[config.mk]
export PLATFORM = sky130hd
export DESIGN_NAME = anpr_top
export DESIGN_NICKNAME = d
export VERILOG_FILES = /design/src/hdl/anpr_pkg.sv /design/src/hdl/anpr_link_mon.sv /design/src/hdl/anpr_top.sv
export SDC_FILE = /design/constraint.sdc
export NUM_CORES = 1
export LEC_CHECK = 0
export CAP_MARGIN = 30
export CORE_MARGIN = 4
export CORE_UTILIZATION = 46
export CTS_BUF_LIST = sky130_fd_sc_hd__clkbuf_4
export DETAILED_ROUTE_END_ITERATION = 10
export DONT_BUFFER_PORTS = 1
export GPL_ROUTABILITY_DRIVEN = 0
export SYNTH_ARGS = -nofsm -noshare
export SYNTH_HDL_FRONTEND = slang
export SYNTH_SLANG_ARGS = --single-unit
[constraint.sdc]
create_clock -name clk_sys -period 4.29 [get_ports clk_sys]
set_input_delay 0.2145 -clock clk_sys [delete_from_list [all_inputs] [get_ports clk_sys]]
set_output_delay 0.2145 -clock clk_sys [all_outputs]
set_load 0.01 [all_outputs]
[src/hdl/anpr_pkg.sv]
// Constants for the next-page register bank
// Function
// Next-page transmit word: NP, zero, MP, ACK2, toggle, 11-bit code
// Written NP, MP, ACK2 and code go out in the next page sent
// Bit 14 of every sent page is zero; writes to it are dropped
// Device makes toggle as inverse of previous page's toggle
// Management loads each page; device drives it as the config word
// Read-only partner next-page word with the same field layout
// Each received next page is stored unchanged in the partner word
// Software trusts the partner word only after complete or page flag
// Complete status bit set on entry to link-up
// Complete bit stays zero if idles never lead to link-up
// Next-page request follows the advertisement next-page bit
// From complete-acknowledge, a run of idles enters link-up
// Page flag set on each new page, cleared by reading expansion
package anpr_pkg;
  localparam logic [4:0]  ANPR_ADDR_STATUS = 5'h01;
  localparam logic [4:0]  ANPR_ADDR_ADV    = 5'h04;
  localparam logic [4:0]  ANPR_ADDR_EXP    = 5'h06;
  localparam logic [4:0]  ANPR_ADDR_NPTX   = 5'h07;
  localparam logic [4:0]  ANPR_ADDR_LPNP   = 5'h08;
  localparam int          ANPR_NP_BIT      = 15;
  localparam int          ANPR_RSVD_BIT    = 14;
  localparam int          ANPR_MP_BIT      = 13;
  localparam int          ANPR_ACK2_BIT    = 12;
  localparam int          ANPR_TGL_BIT     = 11;
  localparam int          ANPR_CODE_MSB    = 10;
  localparam int          ANPR_DONE_BIT    = 5;
  localparam int          ANPR_PAGE_BIT    = 1;
  localparam logic [15:0] ANPR_NPTX_RST    = 16'h0000;
  localparam logic [15:0] ANPR_LPNP_RST    = 16'h0000;
  localparam logic [3:0]  ANPR_IDLE_RUN    = 4'h3;
endpackage : anpr_pkg

[src/hdl/anpr_link_mon.sv]
// Link-up tracker: run of idle sets after complete-acknowledge
`timescale 1ns/100ps
module anpr_link_mon (
  // Clock and reset
  input  wire logic clk_sys,
  input  wire logic arst_n,
  // Arbitration and receive events
  input  wire logic an_restart,
  input  wire logic arb_complete_ack,
  input  wire logic rx_idle,
  input  wire logic rx_config_valid,
  // Link state
  output logic      link_ok,
  output logic      link_ok_entry
);
  import anpr_pkg::*;

  logic [3:0] idle_cnt;
  logic [3:0] next_idle_cnt;
  logic       next_link_ok;
  wire        run_done = rx_idle && (idle_cnt == ANPR_IDLE_RUN - 4'h1);

  // Idle run to link
  assign next_link_ok  = an_restart ? 1'b0 :
                         (link_ok || (arb_complete_ack && run_done));
  assign link_ok_entry = next_link_ok && !link_ok;
  assign next_idle_cnt = (an_restart || !arb_complete_ack || rx_config_valid)
                         ? 4'h0
                         : (rx_idle && !run_done) ? idle_cnt + 4'h1 : idle_cnt;

  always_ff @(posedge clk_sys or negedge arst_n) begin
    if (!arst_n) begin
      link_ok  <= 1'b0;
      idle_cnt <= 4'h0;
    end else begin
      link_ok  <= next_link_ok;
      idle_cnt <= next_idle_cnt;
    end
  end

  AST_LINK_AFTER_IDLE: assert property (
    @(posedge clk_sys) disable iff (!arst_n)
    $rose(link_ok) |-> $past(rx_idle) && $past(arb_complete_ack))
    else $error("Link-up without idle in complete-acknowledge");

  AST_NO_LINK_WITHOUT_RUN: assert property (
    @(posedge clk_sys) disable iff (!arst_n)
    (!link_ok && !rx_idle) |=> !link_ok)
    else $error("Link-up reached without an idle set");

  COV_LINK_UP: cover property (
    @(posedge clk_sys) disable iff (!arst_n) $rose(link_ok));
endmodule : anpr_link_mon

[src/hdl/anpr_top.sv]
// Next-page transmit, partner next-page and completion status registers
`timescale 1ns/100ps
module anpr_top (
  // Clock and reset
  input  wire logic        clk_sys,
  input  wire logic        arst_n,
  // Management register port
  input  wire logic [4:0]  mgmt_addr,
  input  wire logic        mgmt_wr,
  input  wire logic        mgmt_rd,
  input  wire logic [15:0] mgmt_wdata,
  output logic [15:0]      mgmt_rdata,
  output logic             mgmt_rvalid,
  // Arbitration side
  input  wire logic        an_restart,
  input  wire logic        arb_complete_ack,
  input  wire logic        np_take,
  output logic [15:0]      tx_page,
  output logic             np_loaded,
  output logic             np_request,
  output logic             link_ok,
  // Receive side
  input  wire logic        rx_page_valid,
  input  wire logic        rx_page_next,
  input  wire logic [15:0] rx_page,
  input  wire logic        rx_idle,
  input  wire logic        rx_config_valid
);
  import anpr_pkg::*;

  logic [15:0] next_page_transmit;
  logic [15:0] partner_next_page_ability;
  logic        last_toggle;
  logic        adv_np;
  logic        page_received_flag;
  logic        an_complete;
  logic        link_ok_entry;
  logic        tgl_hist_vld;

  function automatic logic hit(input logic [4:0] a, input logic [4:0] r);
    hit = (a == r);
  endfunction : hit

  wire wr_nptx  = mgmt_wr && hit(mgmt_addr, ANPR_ADDR_NPTX);
  wire wr_adv   = mgmt_wr && hit(mgmt_addr, ANPR_ADDR_ADV);
  wire rd_exp   = mgmt_rd && hit(mgmt_addr, ANPR_ADDR_EXP);
  wire rx_np    = rx_page_valid && rx_page_next;

  // Transmit word view
  wire [15:0] nptx_view = {next_page_transmit[ANPR_NP_BIT], 1'b0,
                           next_page_transmit[ANPR_MP_BIT],
                           next_page_transmit[ANPR_ACK2_BIT], !last_toggle,
                           next_page_transmit[ANPR_CODE_MSB:0]};

  // Reserved bit dropped
  wire [15:0] nptx_wmask = 16'hbfff & ~(16'h0001 << ANPR_TGL_BIT);

  wire [15:0] next_nptx = wr_nptx ? (mgmt_wdata & nptx_wmask)
                                  : next_page_transmit;

  wire [15:0] status_view = 16'h0000 | ({15'h0000, an_complete}
                                        << ANPR_DONE_BIT);
  wire [15:0] exp_view    = 16'h0000 | ({15'h0000, page_received_flag}
                                        << ANPR_PAGE_BIT);
  wire [15:0] adv_view    = {adv_np, 15'h0000};

  // Read mux, partner word read-only
  wire [15:0] next_rdata =
    hit(mgmt_addr, ANPR_ADDR_STATUS) ? status_view :
    hit(mgmt_addr, ANPR_ADDR_ADV)    ? adv_view :
    hit(mgmt_addr, ANPR_ADDR_EXP)    ? exp_view :
    hit(mgmt_addr, ANPR_ADDR_NPTX)   ? nptx_view :
    hit(mgmt_addr, ANPR_ADDR_LPNP)   ? partner_next_page_ability :
                                       16'h0000;

  anpr_link_mon u_link_mon (
    .clk_sys          (clk_sys),
    .arst_n           (arst_n),
    .an_restart       (an_restart),
    .arb_complete_ack (arb_complete_ack),
    .rx_idle          (rx_idle),
    .rx_config_valid  (rx_config_valid),
    .link_ok          (link_ok),
    .link_ok_entry    (link_ok_entry)
  );

  // Next-page request
  assign np_request = adv_np;

  // Register writes
  always_ff @(posedge clk_sys or negedge arst_n) begin
    if (!arst_n) begin
      next_page_transmit <= ANPR_NPTX_RST;
      adv_np             <= 1'b0;
    end else begin
      next_page_transmit <= next_nptx;
      if (wr_adv) begin
        adv_np <= mgmt_wdata[ANPR_NP_BIT];
      end
    end
  end

  // Page sent to link
  always_ff @(posedge clk_sys or negedge arst_n) begin
    if (!arst_n) begin
      tx_page     <= 16'h0000;
      last_toggle <= 1'b0;
    end else if (an_restart) begin
      last_toggle <= 1'b0;
    end else if (np_take) begin
      tx_page     <= nptx_view;
      last_toggle <= !last_toggle;
    end
  end

  // Loaded flag, write wins over take
  always_ff @(posedge clk_sys or negedge arst_n) begin
    if (!arst_n) begin
      np_loaded <= 1'b0;
    end else if (wr_nptx) begin
      np_loaded <= 1'b1;
    end else if (np_take || an_restart) begin
      np_loaded <= 1'b0;
    end
  end

  // Partner page capture
  always_ff @(posedge clk_sys or negedge arst_n) begin
    if (!arst_n) begin
      partner_next_page_ability <= ANPR_LPNP_RST;
    end else if (rx_np) begin
      partner_next_page_ability <= rx_page;
    end
  end

  // Page flag, arrival wins over read
  always_ff @(posedge clk_sys or negedge arst_n) begin
    if (!arst_n) begin
      page_received_flag <= 1'b0;
    end else if (rx_page_valid) begin
      page_received_flag <= 1'b1;
    end else if (rd_exp) begin
      page_received_flag <= 1'b0;
    end
  end

  // Completion on link-up entry
  always_ff @(posedge clk_sys or negedge arst_n) begin
    if (!arst_n) begin
      an_complete <= 1'b0;
    end else if (link_ok_entry) begin
      an_complete <= 1'b1;
    end else if (an_restart) begin
      an_complete <= 1'b0;
    end
  end

  // Read data
  always_ff @(posedge clk_sys or negedge arst_n) begin
    if (!arst_n) begin
      mgmt_rdata  <= 16'h0000;
      mgmt_rvalid <= 1'b0;
    end else begin
      mgmt_rdata  <= mgmt_rd ? next_rdata : mgmt_rdata;
      mgmt_rvalid <= mgmt_rd;
    end
  end

  // Page sent since restart, for the toggle check
  always_ff @(posedge clk_sys or negedge arst_n) begin
    if (!arst_n) begin
      tgl_hist_vld <= 1'b0;
    end else if (an_restart) begin
      tgl_hist_vld <= 1'b0;
    end else if (np_take) begin
      tgl_hist_vld <= 1'b1;
    end
  end

  AST_NPTX_FIELDS: assert property (
    @(posedge clk_sys) disable iff (!arst_n)
    (wr_nptx && !an_restart) ##1 (np_take && !wr_nptx && !an_restart)
    |=> (tx_page[15] == $past(mgmt_wdata[15], 2))
        && (tx_page[13:12] == $past(mgmt_wdata[13:12], 2))
        && (tx_page[10:0] == $past(mgmt_wdata[10:0], 2)))
    else $error("Sent page does not carry written fields");

  AST_RSVD_ZERO: assert property (
    @(posedge clk_sys) disable iff (!arst_n)
    np_take && !an_restart |=> !tx_page[ANPR_RSVD_BIT])
    else $error("Reserved bit sent as one");

  AST_TOGGLE_FLIPS: assert property (
    @(posedge clk_sys) disable iff (!arst_n)
    np_take && !an_restart
    |=> tx_page[ANPR_TGL_BIT] == ($past(tgl_hist_vld)
                                   ? !$past(tx_page[ANPR_TGL_BIT])
                                   : 1'b1))
    else $error("Toggle not inverted from previous page");

  AST_LOADED_SET: assert property (
    @(posedge clk_sys) disable iff (!arst_n)
    wr_nptx |=> np_loaded)
    else $error("Write did not mark page loaded");

  AST_LPNP_CAPTURE: assert property (
    @(posedge clk_sys) disable iff (!arst_n)
    rx_np |=> partner_next_page_ability == $past(rx_page))
    else $error("Partner page not stored unchanged");

  AST_DONE_ON_LINK: assert property (
    @(posedge clk_sys) disable iff (!arst_n)
    $rose(link_ok) |-> an_complete)
    else $error("Complete bit not set on link-up");

  AST_DONE_NEEDS_LINK: assert property (
    @(posedge clk_sys) disable iff (!arst_n)
    $rose(an_complete) |-> $rose(link_ok))
    else $error("Complete bit set without link-up");

  AST_NP_REQUEST: assert property (
    @(posedge clk_sys) disable iff (!arst_n)
    wr_adv |=> np_request == $past(mgmt_wdata[ANPR_NP_BIT]))
    else $error("Request does not follow advertisement bit");

  AST_PAGE_FLAG: assert property (
    @(posedge clk_sys) disable iff (!arst_n)
    rx_page_valid |=> page_received_flag)
    else $error("Page flag not set on arrival");

  AST_FLAG_CLEAR: assert property (
    @(posedge clk_sys) disable iff (!arst_n)
    rd_exp && !rx_page_valid |=> !page_received_flag)
    else $error("Page flag not cleared by read");

  COV_NP_SENT: cover property (
    @(posedge clk_sys) disable iff (!arst_n) wr_nptx ##[1:20] np_take);
  COV_NP_RECEIVED: cover property (
    @(posedge clk_sys) disable iff (!arst_n) rx_np ##[1:20] rd_exp);
  COV_SET_CLEAR_CLASH: cover property (
    @(posedge clk_sys) disable iff (!arst_n) rx_page_valid && rd_exp);
endmodule : anpr_top

==> results of run 1 <==
-- layer usage --
metal	GRT usage, %	wire length [um]	share of wire (%)	up-vias
li1	-	-	-	912
met1	21.6	3000	46	955
met2	27.4	3030	46	59
met3	5.33	425	6.5	10
met4	6.76	108	1.6	0
met5	0	0	0	-
-- what timing repair did --
action / 4_1_cts / 5_1_grt
hold buffers: 39 / 0
hold endpoints to repair: 112 / 0
buffers inserted: 0 / 0
resized for setup: 0 / 0
-- logic make-up after synthesis --
| kind of cell | Yosys count | share of synthesized area [%] |
|---|---|---|
| muxes | 46 | 16.6 |
| other | 1 | 0.120 |
| adders and majority gates | 2 | 0.804 |
| AOI/OAI and AO/OA | 44 | 12.1 |
| DFF | 72 | 57.9 |
| buffers and inverters | 20 | 3.74 |
| and+or+nand+nor | 41 | 7.92 |
| xor gates and xnor gates | 3 | 0.844 |
-- worst register-to-register path, delay by kind of cell, from the launching register on --
kind,cells,cell delay (ns)
and+or+nand+nor,2,0.43
AOI/OAI and AO/OA,1,0.18
buffers and inverters,2,0.68
DFF,1,0.42
adders and majority gates,1,0.14
-- worst paths after layout --
kind                                                 end  cells after the start                     startpoint
max reg2reg                           u_link_mon.link_ok                      6         u_link_mon.idle_cnt[0]
min in group asynchronous         next_page_transmit[10]                      2                         arst_n
min                               u_link_mon.idle_cnt[3]                      2                rx_config_valid
min reg2reg                partner_next_page_ability[11]                      1  partner_next_page_ability[11]
max                                   u_link_mon.link_ok                      6         u_link_mon.idle_cnt[0]
max in group asynchronous          next_page_transmit[8]                      2                         arst_n
-- final cells by class --
| class | count | area share [%] |
|---|---|---|
| clock buffers | 9 | 1.83 |
| clock inverters | 6 | 2.31 |
| inverters | 8 | 0.814 |
| multi-input cells | 137 | 32.4 |
| flip-flops and latches | 72 | 48.8 |
| well taps | 77 | 2.61 |
| repair buffers | 40 | 11.3 |
-- layout by cell type, fill, tap and decap left out, types with 2 or more instances in the layout --
| cell type | instances |
|---|---|
| nor2b_1 | 4 |
| a21o_1 | 2 |
| a22oi_1 | 11 |
| nor2_1 | 9 |
| nor3_1 | 2 |
| nand2b_1 | 3 |
| nand2_1 | 6 |
| nor3b_1 | 4 |
| dfrtp_1 | 72 |
| ha_1 | 2 |
| a21oi_1 | 7 |
| inv_1 | 8 |
| mux2_1 | 2 |
| xnor2_1 | 2 |
| mux2_2 | 44 |
| dlygate4sd3_1 | 38 |
| and2_1 | 2 |
| o21ai_0 | 6 |
| clkbuf_4 | 9 |
| nand4_1 | 4 |
| o2bb2ai_1 | 4 |
| o2bb2ai_2 | 9 |
| bufinv_16 | 2 |
-- power by group --
| group | leakage, nW | internal (mW) | total, mW | switching, mW |
|---|---|---|---|---|
| combinational | 0.612 | 0.103 | 0.168 | 0.0650 |
| sequential | 0.923 | 0.770 | 0.853 | 0.0833 |
| clock | 0.0794 | 0.231 | 0.462 | 0.230 |
| total | 1.61 | 1.10 | 1.48 | 0.379 |
-- registers in the layout, indices dropped and copies added (netlist names) --
register                   flops
u_link_mon.link_ok             1
mgmt_rvalid                    1
tx_page                       15
next_page_transmit            14
page_received_flag             1
np_loaded                      1
np_request                     1
partner_next_page_ability     16
last_toggle                    1
an_complete                    1
mgmt_rdata                    16
u_link_mon.idle_cnt            4
==> metrics.yaml, run 1 <==
routing:
  drt-pass1-iter-count: 4
  drc: 0
  drt-initial-drc-count: 65
  wl_per_cell_um: 18.8
  vias_per_cell: 5.55
  routed_wl_mm: 6.57
  num_vias: 1936
  postRouteAntennaNets: 0
finish:
  layout.area.seq_um2: 1800
  layout-drive-gt1-share_pct: 27.2
  n_antenna_cell: 0
  nNetsFinal: 318
  layoutNonFillerInstCount: 349
  multi_input_area_um2: 1190
  post-route-util_pct: 57.1
  stdcell_area_um2: 3690
  fillerInstances: 566
  area_delta_synth_final_pct: 18.6
placement:
  hpwl_mm: 4.34
  placedCellCount: 295
  port_buffers: 0
  placed_cell_area_um2: 3130
  dp_worst_setup_slack_ns: 2.23
setup_path:
  path_max_fanout: 3
  critPathCaptureType: "flip-flop"
  crit_required_ns: 4.63
  worstPathArrival_ns: 2.24
  path_class: "flip-flop to flip-flop"
  slowest_delay_ns: 0.58
  cp-start-kind: "flip-flop"
  crit_slowest_cell: "dlygate4sd3_1"
  critical_path.top_delay_family: "buffers and inverters"
  cp_cell_sequence: "inv_1 > ha_1 > nor3b_1 > nand3_1 > a21oi_1 > dlygate4sd3_1"
  reg2reg_setup_slack_ns: 2.39
  path_buf_inv: 2
global_routing:
  grt.overflow.total: 0
  antenna_found_initial: 0
  grt_pass1_wl_mm: 11.0
  grt_pass1_vias: 2104
  grt_usage_pct: 17.1
  grt_max_degree: 73
logic_synthesis:
  yosysWarnings: 0
  synth.most_common_cell: "dfrtp_1"
  synthCells: 229
  async_flop_share_pct: 100
  synth_largest_area_cell: "dfrtp_1"
  avgSynthCellArea_um2: 13.6
  synth_top_area_share_pct: 57.9
  synth_top_cells_by_count: "72 x dfrtp_1, 44 x mux2_2, 11 x a22oi_1"
  synthFlopType: "dfrtp_1"
  ys_ff_latch: 72
  synth_area_um2: 3110
  ys_seq_area_share_pct: 57.9
  synth_area_leaders: "dfrtp_1 58%, mux2_2 16%, o2bb2ai_2 4.3%"
  synth_edf_count: 0
  synth_nets: 279
  yosysUniqueCellTypes: 39
clock_tree:
  cts-htree-levels: 3
  clk_pin_slew_ns: 0.11
  cts_buffer_depth: 2
  cts_tree: "done"
  cts-root-buf: "clkbuf_4"
  cts_buffers: 9
  worstSkewPairLatency_ns: 0.40
  clock_sinks: 72
timing:
  rsz0062_at_grt: "no"
  setup_ws_ns: 2.39
  finalCritPeriodShare_pct: 44.2
  fin_skew_ns: 0.00990
  worst_pin_slew_ns: 0.855
  slew_headroom_pct: 43.0
  max_freq_ghz: 0.527
  setup_viol: 0
  maxSlewViolCount: 0
  tns_ns: 0
  hold_viol: 0
  fin_hold_ws_ns: 0.0211
  min_period_ns: 1.90
pwr:
  fin_total_pwr_mw: 1.48
  peakVddDrop_mv: 0.227
  p_leak_nw: 1.61
  p_per_area_nw_per_um2: 402
status:
  outcome: "complete, no violations"
floorplan:
  dieArea_um2: 8150
  die_w_um: 90.3
  start_util_pct: 48.2
  rows: 29
  core_um2: 6460
  pin_count: 84
  die_h_um: 90.3
flow_run:
  max_cap_viol_count: 0
hold_path:
  holdCritPathClass: "input pin to flip-flop"
(Power assumes the default switching activity.)
==> run 2, diff against run 1 <==
==> constraint.sdc (replaced) <==
create_clock -name clk_sys -period 1.85 [get_ports clk_sys]
set_input_delay 0.0925 -clock clk_sys [delete_from_list [all_inputs] [get_ports clk_sys]]
set_output_delay 0.0925 -clock clk_sys [all_outputs]
set_load 0.01 [all_outputs]
==> metrics.yaml, run 2 (same netlist as run 1, synthesis figures left out) <==
pwr:
  netSwitchingFraction_pct: 26.2
  combPwrFrac_pct: 12.3
  switchingPower_mw: 0.874
  p_leak_nw: 1.67
  internal-power_mw: 2.46
  p_clk_share_pct: 28.3
  fin_total_pwr_mw: 3.34
  p_seq_share_pct: 59.4
  p_per_area_nw_per_um2: 882
  peakVddDrop_mv: 0.590
floorplan:
  dieArea_um2: 8150
  pin_count: 84
  rows: 29
  die_h_um: 90.3
  die_w_um: 90.3
  start_util_pct: 48.2
  core_um2: 6460
placement:
  hpwl_mm: 4.44
  port_buffers: 0
  dp_worst_setup_slack_ns: 0.418
routing:
  routed_wl_mm: 6.66
  drt-initial-drc-count: 69
  postRouteAntennaNets: 0
  drt-pass1-iter-count: 4
  vias_per_cell: 5.44
  drc: 0
  wl_per_cell_um: 18.4
  num_vias: 1963
setup_path:
  reg2reg_setup_slack_ns: 0.40
  critPathCaptureType: "flip-flop"
  crit_required_ns: 2.18
  worstPathArrival_ns: 1.90
  critPathLaunch: "an_restart"
  path_class: "input pin to flip-flop"
  r2r-start: "u_link_mon.idle_cnt[0]"
  worstSetupEndpoint: "u_link_mon.idle_cnt[3]"
  path_max_fanout: 5
  cp-start-kind: "input pin"
  r2r_end: "u_link_mon.idle_cnt[1]"
  ff2ff_path_depth: 6
timing:
  maxSlewViolCount: 0
  hold_viol: 0
  setup_ws_ns: 0.286
  max_freq_ghz: 0.639
  setup_viol: 0
  rsz0062_at_grt: "no"
  min_period_ns: 1.56
  tns_ns: 0
  fin_skew_ns: 0.0108
  finalCritPeriodShare_pct: 84.5
clock_tree:
  cts_buffers: 9
  cts_tree: "done"
  cts_buffer_depth: 2
  clk_pin_slew_ns: 0.11
  worstSkewPairLatency_ns: 0.39
  cts-root-buf: "clkbuf_4"
  cts-htree-levels: 3
  clock_sinks: 72
finish:
  layout_commonest_cell: "dfrtp_1"
  multi_input_area_um2: 1190
  n_antenna_cell: 0
  layout-drive-gt1-share_pct: 28.2
  nNetsFinal: 329
  layout.area.seq_um2: 1800
  area_delta_synth_final_pct: 21.5
  reg_top3: "mgmt_rdata (16), partner_next_page_ability (16), tx_page (15)"
  fillerInstances: 538
  final_cell_mix: "72 x dfrtp_1, 44 x mux2_2, 43 x dlygate4sd3_1"
global_routing:
  grt_pass1_vias: 2090
  grt_max_degree: 73
  antenna_found_initial: 0
  grt.overflow.total: 0
  grt_pass1_wl_mm: 11.0
  grt_usage_pct: 17.3
hold_path:
  hold_path_startpoint: "mgmt_addr[2]"
  holdCritPathClass: "input pin to flip-flop"
flow_run:
  max_cap_viol_count: 0
status:
  outcome: "complete, no violations"
## run 2: cell types whose count changed in the layout (fill, tap and decap cells not counted)
cell / delta
clkinvlp_4: -1
buf_12: +1
dlygate4sd3_1: +5
clkinv_4: +1
clkbuf_4: +1
clkinv_1: +1
bufinv_16: -1
buf_4: +5
## run 2: area by class of cell
type | instances | share of cell area (%)
Sequential cell | 72 | 47.7
Multi-Input combinational cell | 137 | 31.6
Timing Repair Buffer | 51 | 13.8
Tap cell | 77 | 2.55
Clock buffer | 10 | 1.99
Clock inverter | 6 | 1.59
Inverter | 8 | 0.794
## run 2: timing repair
item	in CTS	in global routing
endpoints found under the hold margin	128	0
setup buffers	0	0
hold buffers	44	0
resized for setup	0	0
## run 2: worst min-delay path by stage
stage               depth (start not counted)  slack, ns             to
finish                                      3       0.04  mgmt_rdata[1]
global route                                3       0.01  mgmt_rdata[1]
CTS                                         3      0.001  mgmt_rdata[1]
detailed placement                          0      -0.20     np_request
global placement                            0      -0.20    mgmt_rvalid
floorplan                                   0      -0.20    an_complete
## run 2: routing by layer
layer	share of wire, %	track usage, %	vias to the layer above
li1	-	-	933
met1	44	22.3	966
met2	48	27.4	58
met3	6.6	5.58	6
met4	1.0	6.12	0
met5	0	0	-
## run 2: worst max-delay path: stages
cell and delay, ns:
dlygate4sd3_1 0.60, or3b_2 0.55, nor2_1 0.11, dlygate4sd3_1 0.54
## run 2: power by group through the flow
stage | sequential (mW) | clock (mW) | combinational [mW]
floorplan | 1.96 | 0 | 0.269
global placement | 2.01 | 0 | 0.291
detailed placement | 2.02 | 0 | 0.300
CTS | 1.98 | 0.994 | 0.418
global route | 2.01 | 1.09 | 0.456
finish | 1.98 | 0.943 | 0.412
## run 2: metrics by stage
| step | hold WS (ns) | std cells | utilization (%) | area, um^2 |
|---|---|---|---|---|
| floorplan | -0.203 | 229 | - | 3110 |
| global placement | -0.201 | 301 | 49.4 | 3190 |
| detailed placement | -0.201 | 301 | 49.4 | 3190 |
| CTS | 0.000984 | 361 | 58.5 | 3780 |
| global route | 0.0137 | 361 | 58.5 | 3780 |
| finish | 0.0373 | 361 | 58.5 | 3780 |
==> run 3, diff against run 2 <==
==> constraint.sdc (replaced) <==
create_clock -name clk_sys -period 1.4 [get_ports clk_sys]
set_input_delay 0.07 -clock clk_sys [delete_from_list [all_inputs] [get_ports clk_sys]]
set_output_delay 0.07 -clock clk_sys [all_outputs]
set_load 0.01 [all_outputs]
==> metrics.yaml, run 3 (same netlist as run 1, synthesis figures left out) <==
timing:
  tns_ns: 0
  finalCritPeriodShare_pct: 94.3
  setup_viol: 0
  min_period_ns: 1.32
  maxSlewViolCount: 0
  fin_hold_ws_ns: -0.665
  rsz0062_at_grt: "no"
  hold_viol: 72
  max_freq_ghz: 0.757
  fin_skew_ns: 0.0103
clock_tree:
  worstSkewPairLatency_ns: 0.41
  cts_buffer_depth: 2
  clock_sinks: 72
  cts-root-buf: "clkbuf_4"
  cts_buffers: 9
  clk_pin_slew_ns: 0.13
  cts_tree: "done"
  cts-htree-levels: 3
pwr:
  p_leak_nw: 1.68
  peakVddDrop_mv: 0.848
  p_seq_share_pct: 59.1
  netSwitchingFraction_pct: 26.7
  p_per_area_nw_per_um2: 1160
  fin_total_pwr_mw: 4.43
  combPwrFrac_pct: 11.7
  switchingPower_mw: 1.18
  p_clk_share_pct: 29.2
  internal-power_mw: 3.24
floorplan:
  die_h_um: 90.3
  dieArea_um2: 8150
  pin_count: 84
  start_util_pct: 48.2
  rows: 29
  die_w_um: 90.3
  core_um2: 6460
finish:
  reg_top3: "mgmt_rdata (16), partner_next_page_ability (16), tx_page (15)"
  layoutNonFillerInstCount: 366
  area_delta_synth_final_pct: 22.9
  layout_commonest_cell: "dfrtp_1"
  layout-drive-gt1-share_pct: 31.5
  final_cell_mix: "72 x dfrtp_1, 44 x mux2_2, 42 x dlygate4sd3_1"
  n_antenna_cell: 0
  nNetsFinal: 334
  post-route-util_pct: 59.2
routing:
  num_vias: 1978
  postRouteAntennaNets: 0
  routed_wl_mm: 6.68
  drt-pass1-iter-count: 4
  wl_per_cell_um: 18.3
  drt-initial-drc-count: 54
  vias_per_cell: 5.40
  drc: 0
setup_path:
  ff2ff_path_depth: 6
  r2r-start: "u_link_mon.idle_cnt[0]"
  worstSetupEndpoint: "np_request"
  critPathCaptureType: "flip-flop"
  reg2reg_setup_slack_ns: 0.08
  critical_path.top_delay_family: "buffers and inverters"
  crit_required_ns: 1.70
  path_buf_inv: 1
  cp_cell_sequence: "dlygate4sd3_1 > nor2_1 > nand2_1 > nor3b_1 > mux2_2"
  slowest_delay_ns: 0.67
  crit_cells: 5
  crit_slowest_cell: "dlygate4sd3_1"
  path_max_fanout: 4
  path_class: "input pin to flip-flop"
  worstPathArrival_ns: 1.62
  r2r_end: "u_link_mon.idle_cnt[1]"
  cp-start-kind: "input pin"
  critPathLaunch: "mgmt_addr[4]"
flow_run:
  max_cap_viol_count: 0
status:
  violations: "hold timing"
  outcome: "complete, but fails checks"
global_routing:
  grt_pass1_wl_mm: 11.1
  grt_pass1_vias: 2102
  grt_usage_pct: 17.5
  antenna_found_initial: 0
  grt_max_degree: 73
  grt.overflow.total: 0
placement:
  port_buffers: 0
  hpwl_mm: 4.39
  placedCellCount: 307
hold_path:
  holdCritPathClass: "input pin to asynchronous set/reset pin"
[run 3: worst min path at each step]
stage                        to   start  cells after the start
global placement     np_request  arst_n                      0
global route        tx_page[12]  arst_n                      0
CTS                  tx_page[9]  arst_n                      0
floorplan           an_complete  arst_n                      0
finish              tx_page[12]  arst_n                      0
detailed placement   np_request  arst_n                      0
[run 3: layer usage]
layer	wire length (um)	vias up	GRT usage [%]	part of all wire, %
li1	-	942	-	-
met1	2990	972	22.5	45
met2	3160	55	27.4	47
met3	424	9	5.58	6.3
met4	108	0	7.27	1.6
met5	0	-	0	0
[run 3: per-stage QoR]
step	setup WS (ns)	hold WS [ns]	cell area, um^2
2_1_floorplan	0.0514	-0.226	3110
6_report	0.0794	-0.665	3820
5_1_grt	0.00850	-0.715	3820
4_1_cts	0.000569	-0.704	3790
3_3_place_gp	0.0473	-0.223	3230
3_5_place_dp	0.0205	-0.223	3230
[run 3: cell type report]
class | count | area [um^2]
Fill cell | 561 | 2630
Sequential cell | 72 | 1800
Multi-Input combinational cell | 137 | 1220
Timing Repair Buffer | 56 | 538
Tap cell | 77 | 96.3
Clock inverter | 7 | 71.3
Clock buffer | 9 | 67.6
Inverter | 8 | 30.0
[run 3: timing repair]
item / 4_1_cts / 5_1_grt
hold endpoints to repair: 129 / 78
gates resized for setup: 1 / 5
hold buffers: 41 / 1
setup buffers: 0 / 1
setup endpoints to repair: 1 / 5
pin swaps: 0 / 1
[run 3: power by group through the flow]
stage               Sequential [mW]  Clock (mW)  Combinational [mW]
floorplan                      2.59           0               0.355
global placement               2.65           0               0.395
detailed placement             2.66           0               0.407
CTS                            2.62        1.36               0.514
global route                   2.66        1.46               0.570
finish                         2.62        1.29               0.516
